`config.mk`:
```
export PLATFORM = sky130hd
export DESIGN_NAME = brs_sequencer
export DESIGN_NICKNAME = d
export VERILOG_FILES = /design/src/brs_pkg.sv /design/src/brs_counter.sv /design/src/brs_sequencer.sv
export SDC_FILE = /design/constraint.sdc
export NUM_CORES = 1
export LEC_CHECK = 0
export ABC_AREA = 1
export BUFFER_PORTS_ARGS = -buffer_cell sky130_fd_sc_hd__buf_4
export CELL_PAD_IN_SITES_DETAIL_PLACEMENT = 1
export CELL_PAD_IN_SITES_GLOBAL_PLACEMENT = 1
export CORE_UTILIZATION = 43
export DETAILED_ROUTE_END_ITERATION = 16
export PLACE_DENSITY = 0.79
export SLEW_MARGIN = 20
export SYNTH_ARGS = -nofsm -noshare
export SYNTH_HDL_FRONTEND = slang
export SYNTH_SLANG_ARGS = --single-unit
```
`constraint.sdc`:
```
create_clock -name clk_i -period 2.4 [get_ports clk_i]
set_input_delay 0.48 -clock clk_i [delete_from_list [all_inputs] [get_ports clk_i]]
set_output_delay 0.48 -clock clk_i [all_outputs]
set_load 0.005 [all_outputs]
```
`src/brs_pkg.sv`:
```
// Package: timing counts and mode codes of the brown-out reset sequencer
package brs_pkg;

	// Clock 40 MHz
	localparam int unsigned CLK_HZ             = 40000000;
	// Power-up timer, nominal
	localparam int unsigned PUT_MS             = 64;
	localparam int unsigned PUT_CYCLES         = (CLK_HZ / 1000) * PUT_MS;
	// Brown-out filter duration default, in microseconds
	localparam int unsigned FILT_US            = 1;
	localparam int unsigned FILT_CYCLES        =
		((CLK_HZ / 1000000) * FILT_US < 1) ? 1 :
		(CLK_HZ / 1000000) * FILT_US;

	localparam int unsigned CNT_W              = 22;

	// Mode field codes
	localparam logic [1:0]  MODE_ALWAYS_ON     = 2'h3;
	localparam logic [1:0]  MODE_OFF_IN_SLEEP  = 2'h2;
	localparam logic [1:0]  MODE_SOFTWARE      = 2'h1;
	localparam logic [1:0]  MODE_ALWAYS_OFF    = 2'h0;

	// Reset value of the software enable
	localparam logic        SW_EN_RESET        = 1'b1;

	// Sequencer states, Gray along the power-up path
	typedef enum logic [1:0] {
		BRS_ST_HOLD    = 2'b00,
		BRS_ST_TIMING  = 2'b01,
		BRS_ST_WAITRDY = 2'b11,
		BRS_ST_RUN     = 2'b10
	} brs_state_t;

endpackage : brs_pkg

```
`src/brs_counter.sv`:
```
// Counter with restart and terminal flag
`timescale 1ns/10ps

module brs_counter #(
	parameter int unsigned WIDTH = 22
) (
	input  wire logic             clk_i,
	input  wire logic             resetn_i,
	input  wire logic             clear_i,
	input  wire logic             run_i,
	input  wire logic [WIDTH-1:0] limit_i,
	output logic                  done_o
);

	typedef struct packed {
		logic [WIDTH-1:0] count;
		logic             done;
	} brs_cnt_state_t;

	brs_cnt_state_t state;
	brs_cnt_state_t next_state;

	always_comb begin
		next_state = state;
		if (clear_i) begin
			next_state.count = '0;
			next_state.done  = 1'b0;
		end else if (run_i && !state.done) begin
			if (state.count + WIDTH'(1) >= limit_i) begin
				next_state.done = 1'b1;
			end
			next_state.count = state.count + WIDTH'(1);
		end
	end

	always_ff @(posedge clk_i or negedge resetn_i) begin
		if (!resetn_i) begin
			state <= '0;
		end else begin
			state <= next_state;
		end
	end

	assign done_o = state.done;

endmodule : brs_counter

```
`src/brs_sequencer.sv`:
```
// Brown-out reset sequencer: core reset and start gate
`timescale 1ns/10ps

// Overview of operation
// - Hold core reset while power-on detect low
// - Power-up timer gives nominal 64 ms
// - Core reset held while timer counts
// - Timer enable bit active low, set bypasses
// - Timer starts after power-on and brown-out release
// - Hold reset while active detector sees low
// - Mode 11: always active, start waits ready
// - Mode 11: active in sleep, no wake delay
// - Mode 10: off in sleep, waits ready
// - Mode 01: software bit enables, no start wait
// - Mode 01: protect once ready, ready visible
// - Mode 01: sleep does not change protection
// - Mode 01 enable 0: off, run immediately
// - Forced-on modes: ready before execution, start waits ready
// - One configuration bit selects threshold level
// - Low supply must persist beyond filter time
module brs_sequencer #(
	parameter int unsigned PUT_CYCLES  = brs_pkg::PUT_CYCLES,
	parameter int unsigned FILT_CYCLES = brs_pkg::FILT_CYCLES
) (
	input  wire logic       clk_i,
	input  wire logic       resetn_i,
	input  wire logic       power_on_ok_i,
	input  wire logic       supply_low_i,
	input  wire logic       detector_ready_i,
	input  wire logic       sleep_i,
	input  wire logic [1:0] brownout_mode_select_i,
	input  wire logic       brownout_level_select_i,
	input  wire logic       power_up_timer_disable_i,
	input  wire logic       sw_enable_we_i,
	input  wire logic       sw_enable_wdata_i,
	output logic            detector_enable_o,
	output logic            brownout_level_o,
	output logic            software_brownout_enable_o,
	output logic            brownout_ready_flag_o,
	output logic            brownout_reset_o,
	output logic            power_up_timer_running_o,
	output logic            core_reset_o,
	output logic            core_start_o
);

	// ==========================================================
	// State record
	// ==========================================================
	typedef struct packed {
		brs_pkg::brs_state_t phase;
		logic                sw_en;
		logic                brownout_hold;
		logic                was_asleep;
		logic                wake_wait;
		logic                core_reset;
		logic                ready_flag;
		logic                level;
	} brs_seq_state_t;

	brs_seq_state_t state;
	brs_seq_state_t next_state;

	logic det_active;
	logic wait_ready;
	logic filt_done;
	logic put_done;
	logic put_run;
	logic filt_clear;

	// ==========================================================
	// Detector mode decode
	// ==========================================================
	always_comb begin
		det_active = 1'b0;
		wait_ready = 1'b0;
		unique case (brownout_mode_select_i)
			brs_pkg::MODE_ALWAYS_ON: begin
				det_active = 1'b1;
				wait_ready = 1'b1;
			end
			brs_pkg::MODE_OFF_IN_SLEEP: begin
				det_active = !sleep_i;
				wait_ready = 1'b1;
			end
			brs_pkg::MODE_SOFTWARE: begin
				// Protection only counts once ready; sleep ignored
				det_active = state.sw_en;
				wait_ready = 1'b0;
			end
			brs_pkg::MODE_ALWAYS_OFF: begin
				det_active = 1'b0;
				wait_ready = 1'b0;
			end
		endcase
	end

	// ==========================================================
	// Noise filter and power-up timer
	// ==========================================================
	// Filter restarts on any high sample, so a glitch never resets
	assign filt_clear = !(det_active && detector_ready_i && supply_low_i);

	brs_counter #(
		.WIDTH (brs_pkg::CNT_W)
	) u_filter (
		.clk_i    (clk_i),
		.resetn_i (resetn_i),
		.clear_i  (filt_clear),
		.run_i    (1'b1),
		.limit_i  (brs_pkg::CNT_W'(FILT_CYCLES)),
		.done_o   (filt_done)
	);

	// Timer cleared during any power-on or brown-out hold
	assign put_run = (state.phase == brs_pkg::BRS_ST_TIMING);

	brs_counter #(
		.WIDTH (brs_pkg::CNT_W)
	) u_put (
		.clk_i    (clk_i),
		.resetn_i (resetn_i),
		.clear_i  (state.phase == brs_pkg::BRS_ST_HOLD),
		.run_i    (put_run),
		.limit_i  (brs_pkg::CNT_W'(PUT_CYCLES)),
		.done_o   (put_done)
	);

	// ==========================================================
	// Sequencer
	// ==========================================================
	always_comb begin
		next_state            = state;
		next_state.level      = brownout_level_select_i;
		next_state.was_asleep = sleep_i;
		if (sw_enable_we_i) begin
			next_state.sw_en = sw_enable_wdata_i;
		end
		// Status follows the detector only while it is powered
		next_state.ready_flag = det_active && detector_ready_i;
		next_state.brownout_hold = filt_done && !filt_clear;

		// Wake from sleep waits for ready only in off-in-sleep mode
		if (state.was_asleep && !sleep_i &&
		    brownout_mode_select_i == brs_pkg::MODE_OFF_IN_SLEEP) begin
			next_state.wake_wait = 1'b1;
		end
		if (detector_ready_i ||
		    brownout_mode_select_i != brs_pkg::MODE_OFF_IN_SLEEP) begin
			next_state.wake_wait = 1'b0;
		end

		unique case (state.phase)
			brs_pkg::BRS_ST_HOLD: begin
				if (power_on_ok_i && !next_state.brownout_hold) begin
					if (power_up_timer_disable_i) begin
						next_state.phase = brs_pkg::BRS_ST_WAITRDY;
					end else begin
						next_state.phase = brs_pkg::BRS_ST_TIMING;
					end
				end
			end
			brs_pkg::BRS_ST_TIMING: begin
				if (put_done) begin
					next_state.phase = brs_pkg::BRS_ST_WAITRDY;
				end
			end
			brs_pkg::BRS_ST_WAITRDY: begin
				// In modes 11 and 10, start waits for ready and supply above threshold
				if (!wait_ready || (detector_ready_i && !supply_low_i)) begin
					next_state.phase = brs_pkg::BRS_ST_RUN;
				end
			end
			brs_pkg::BRS_ST_RUN: begin
			end
		endcase

		// Any power-on or brown-out event restarts the sequence
		if (!power_on_ok_i || next_state.brownout_hold) begin
			next_state.phase = brs_pkg::BRS_ST_HOLD;
		end

		next_state.core_reset =
			(next_state.phase != brs_pkg::BRS_ST_RUN) ||
			next_state.wake_wait;
	end

	always_ff @(posedge clk_i or negedge resetn_i) begin
		if (!resetn_i) begin
			state            <= '0;
			state.phase      <= brs_pkg::BRS_ST_HOLD;
			state.sw_en      <= brs_pkg::SW_EN_RESET;
			state.core_reset <= 1'b1;
		end else begin
			state <= next_state;
		end
	end

	// ==========================================================
	// Outputs
	// ==========================================================
	assign detector_enable_o          = det_active;
	assign brownout_level_o           = state.level;
	assign software_brownout_enable_o = state.sw_en;
	assign brownout_ready_flag_o      = state.ready_flag;
	assign brownout_reset_o           = state.brownout_hold;
	assign power_up_timer_running_o   = put_run;
	assign core_reset_o               = state.core_reset;
	assign core_start_o               = !state.core_reset;

endmodule : brs_sequencer

```
# Yosys cells after proc, flatten, opt, wreduce, memory -nomap -nowiden
# Index checks and enable logic that the tools add are counted.
[word_totals]
register_bits = 55
latchBits = 0
mem_bits_rw = 0
romBits = 0
input_bits = 12
n_memories = 0
[classes]
addsub = 2
multipliers = 0
div = 0
magnitude_cmp = 2
eq_ne = 8
n_shift = 0
n_mux = 16
bitwise_logic = 0
n_reduce_logical = 26
[ops]
columns = ["op", "count"]
rows = [
  ["2-to-1 mux 23 bit", 4],
  ["adder 22 x 1 -> 22 bit, second input constant", 2],
  ["greater-or-equal comparator 22 bit, second input constant", 1],
  ["greater-or-equal comparator 22 x 6 -> 1 bit, second input constant", 1],
  ["2-to-1 mux 2 bit", 5],
  ["logical AND 1 bit", 8],
  ["zero test 1 bit", 7],
  ["equality test 2 bit, second input constant", 3],
  ["inequality test 2 bit, second input constant", 3],
  ["case mux 2 bit (3 select lines)", 1],
  ["equality test 2 x 1 -> 1 bit, second input constant", 2],
  ["zero test 2 bit", 2],
  ["logical OR 1 bit", 4],
  ["2-to-1 mux 1 bit", 4],
  ["case mux 1 bit (4 select lines)", 1],
  ["nonzero test 2 bit", 2],
  ["OR reduction 2 bit", 2],
  ["case mux 1 bit (2 select lines)", 1],
  ["AND reduction 2 bit", 1],
]

# Depth between registers and ports, before layout
[depth]
depth_word = 12
mapped_depth = 13
depth_no_buf = 13

# Cells and area by module
# A second synthesis with hierarchy kept.
[hier_totals]
cells_unflattened = 696
area_unflattened_um2 = 4674.5
[by_module_without_submodules]
columns = ["mod", "n_inst", "cells_each", "area_per_inst_um2"]
rows = [
  ["brs_counter (u_filter)", 1, 327, 2147.1],
  ["brs_counter (u_put)", 1, 323, 2113.3],
  ["brs_sequencer", 1, 46, 414.1],
]

# Least setup slack after synthesis
# Ideal clock, no wire load.
[synth_path]
path_kind = "flip-flop to flip-flop"
startpoint = "reg u_filter.state[1] (netlist bit)"
endpoint = "reg u_filter.state, in the netlist u_filter.done_o"
setup_ns = 0.124
t_arrival_ns = 1.417
t_required_ns = 2.276
setup_slack_ns = 0.859
path_stages_with_launch = 10
n_path_buf = 0
synth_period_minus_slack_ns = 1.541
path_cell_list = "dfrtp_1 > ha_1 > nand3_2 > nor2_2 > nand2_2 > nor2_4 > xor2_1 > nand2_1 > nor3_1 > a21oi_1"
[synth_lines]
columns = ["item", "line_no", "source"]
rows = [
  ["start: declaration", "brs_counter.sv:20", "brs_cnt_state_t state;"],
  ["start signal: assignment", "brs_counter.sv:40", "state <= next_state;"],
]

==> results.tsv <==
metric	value	unit
synth.avg_cell_area	7.37	um^2
fin_area	3560	um^2
leakage	1.53	nW
critical_path_arrival	2.21	ns
synthesis.nets	448	
finalMaxSlewViolations	0	
worst_pin_slew	0.706	ns
grt_setup_unrepaired	false	
setup_tns	0	ns
slew_headroom	0.530	
critPathBufInv	0	
irDropWorstVdd	0.256	mV
root_buffer	clkbuf_8	
ant_nets	0	
rr_endpoint	u_filter.done_o$_DFF_PN0_	
synth-xor-area-share	0.0383	
final_cell_mix	113 x nand2_1, 55 x inv_1, 53 x dfrtp_1, 41 x nor2_1, 31 x nand3_1	
rr_worst_depth	10	
critPathMostFrequentCell	nor2_1	
path_cells	ha_1 -> nand3_2 -> nor2_2 -> nand2_2 -> xor2_1 -> nand3_1 -> nor2_1 -> nand2_1 -> nor2_1 -> a21oi_1	
path_depth	10	
dr_total_vias	2999	
num_io_pins	20	
setup_viol	0	
synth-seq-cells	55	
cp-start-kind	register	
yosys.area_share.adder	0.00782	
dp.cells	549	
hold_viol_final	0	
htree_levels	2	
required	2.62	ns
holdWs	0.209	ns
clk_pin_slew_worst_paths	0.12	ns
crit_end	u_filter.done_o$_DFF_PN0_	
drt_wl_total	8.77	mm
crit_family	simple AND/OR/NAND/NOR gates	
synth_area	3200	um^2
r2r_slack	0.41	ns
skew	0.0179	ns
n_antenna_cell	0	
power.density	464	nW/um^2
cts.sinks	55	
area_growth	11.3	%
post-route-drc-count	0	
floorplan.rows	31	
clk_path_buf_depth	2	
chipHeight	88.2	um
total_power	1.65	mW
cp-end-kind	register	
grt_pass1_vias	3030	
dp_hpwl	6.76	mm
place.gp.congestion	0.861	
antenna_found_initial	0	
synthMuxAreaShare	0.00352	
cts_hold_buf	0	
cpMaxStageDelayCell	dfrtp_1	
cts_setup_buffers	0	
placed_area	3470	um^2
grt_overflow	0	
cts-resized-gates	0	
cts_buffers	5	
maxCapViolCount	0	
drt_iter0_drc	119	
grt_first_pass_wirelength	14.7	mm
die-area	7790	um^2
path_max_fanout	5	
crit_type	reg2reg	
synth_top_family_by_area	simple AND/OR/NAND/NOR gates	
final_core_util	0.493	
final_cells	557	
insertion_delay	0.32	ns
nNetsFinal	471	
first_pass_iters	4	
max_stage_delay	0.43	ns
status	finished clean	
yosys.area_share.simple	0.322	
fin_crit_sh	0.829	
final_common_cell	nand2_1	
layout-drive-gt1-share	0.127	
track_usage	0.245	
synth_compound_area_frac	0.111	
io_buffers	19	
place_ws	0.397	ns
syn_inst	434	
crit_start	u_filter.state[1]$_DFFE_PN0N_	
start_util	0.443	
yosysUniqueCellTypes	32	
yosysWarnings	0	
ys_seq_area_frac	0.431	
timing.final.crit_period	1.99	ns
dieWidth	88.2	um
grt_max_degree	56	
fin_ws	0.410	ns
tritoncts	built	
avgViaCountPerCell	5.38	
coreArea	7210	um^2
fmax	502	MHz
avgRoutedWirePerCell	15.7	um
r2r-start	u_filter.state[1]$_DFFE_PN0N_	
min_path_type	in2async	
==> kinds of logic (layout without fill, tap and decap cells) <==
| group | after synthesis | in the layout |
|---|---|---|
| AOI/OAI and AO/OA | 63 | 63 |
| and+or+nand+nor | 226 | 226 |
| adders and majority gates | 2 | 2 |
| buffers and inverters | 73 | 97 |
| DFF | 55 | 55 |
| xor gates and xnor gates | 14 | 14 |
| muxes | 1 | 1 |
==> cell usage after synthesis <==
cell type	count	share of area
nor2_2	4	0.0078
nor3_4	1	0.0051
o21bai_1	1	0.0023
o21ai_0	23	0.036
ha_1	2	0.0078
nand4_1	14	0.027
nor2_4	5	0.018
o32ai_1	1	0.0027
dfstp_2	2	0.016
nor2_1	41	0.048
a31oi_1	2	0.0039
inv_2	8	0.0094
o21ai_1	5	0.0078
mux2_2	1	0.0035
inv_1	55	0.065
nand3_2	2	0.0063
nand2_1	113	0.13
o22ai_1	22	0.043
nor3_2	1	0.0031
nand2_2	3	0.0059
nand3b_1	1	0.0023
nor3_1	8	0.013
nand3_1	31	0.049
a22o_1	1	0.0027
and3_1	1	0.0020
a21oi_1	8	0.013
nor3b_1	1	0.0023
dfrtp_1	53	0.41
clkinv_1	3	0.0035
buf_2	2	0.0031
clkbuf_1	5	0.0059
xor2_1	14	0.038
==> power breakdown <==
part | internal (mW) | switching (mW) | leakage [nW] | total, mW
registers | 0.945 | 0.0160 | 0.751 | 0.961
clock network | 0.214 | 0.341 | 0.0452 | 0.555
logic | 0.0466 | 0.0884 | 0.731 | 0.135
total | 1.21 | 0.446 | 1.53 | 1.65
==> routing by layer <==
metal  GRT usage  share of wire
met1       0.338           0.48
met2       0.406           0.49
met3      0.0373          0.027
met4      0.0630         0.0086
met5           0              0
==> layout make-up <==
type / instances / area, um^2
tap: 99 / 124
clock inverter: 3 / 25.0
timing repair buffer: 23 / 173
clock buffer: 5 / 68.8
multi-input combinational: 306 / 1540
inverter: 66 / 248
fill: 971 / 3650
sequential: 55 / 1380
==> state kept, by name, indices dropped and copies added, names as in the netlist <==
signal                      flops
u_filter.done_o                 1
brownout_ready_flag_o           1
u_put.done_o                    1
software_brownout_enable_o      1
brownout_level_o                1
u_put.state                    22
state                           4
brownout_reset_o                1
core_reset_o                    1
u_filter.state                 22
==> how the worst min path moves through the flow <==
stage	startpoint	slack, ns	to	cells after the start
global placement	state[3]$_DFF_PN0_	0.51	state[3]$_DFF_PN0_	2
global route	sleep_i	0.25	state[4]$_DFF_PN0_	1
detailed placement	state[3]$_DFF_PN0_	0.51	state[3]$_DFF_PN0_	2
finish	resetn_i	0.21	u_filter.state[16]$_DFFE_PN0N_	1
floorplan	resetn_i	0.18	brownout_level_o$_DFF_PN0_	0
CTS	resetn_i	0.23	u_put.state[16]$_DFFE_PN0P_	1
No activity file was read; power rests on OpenSTA's default activity.
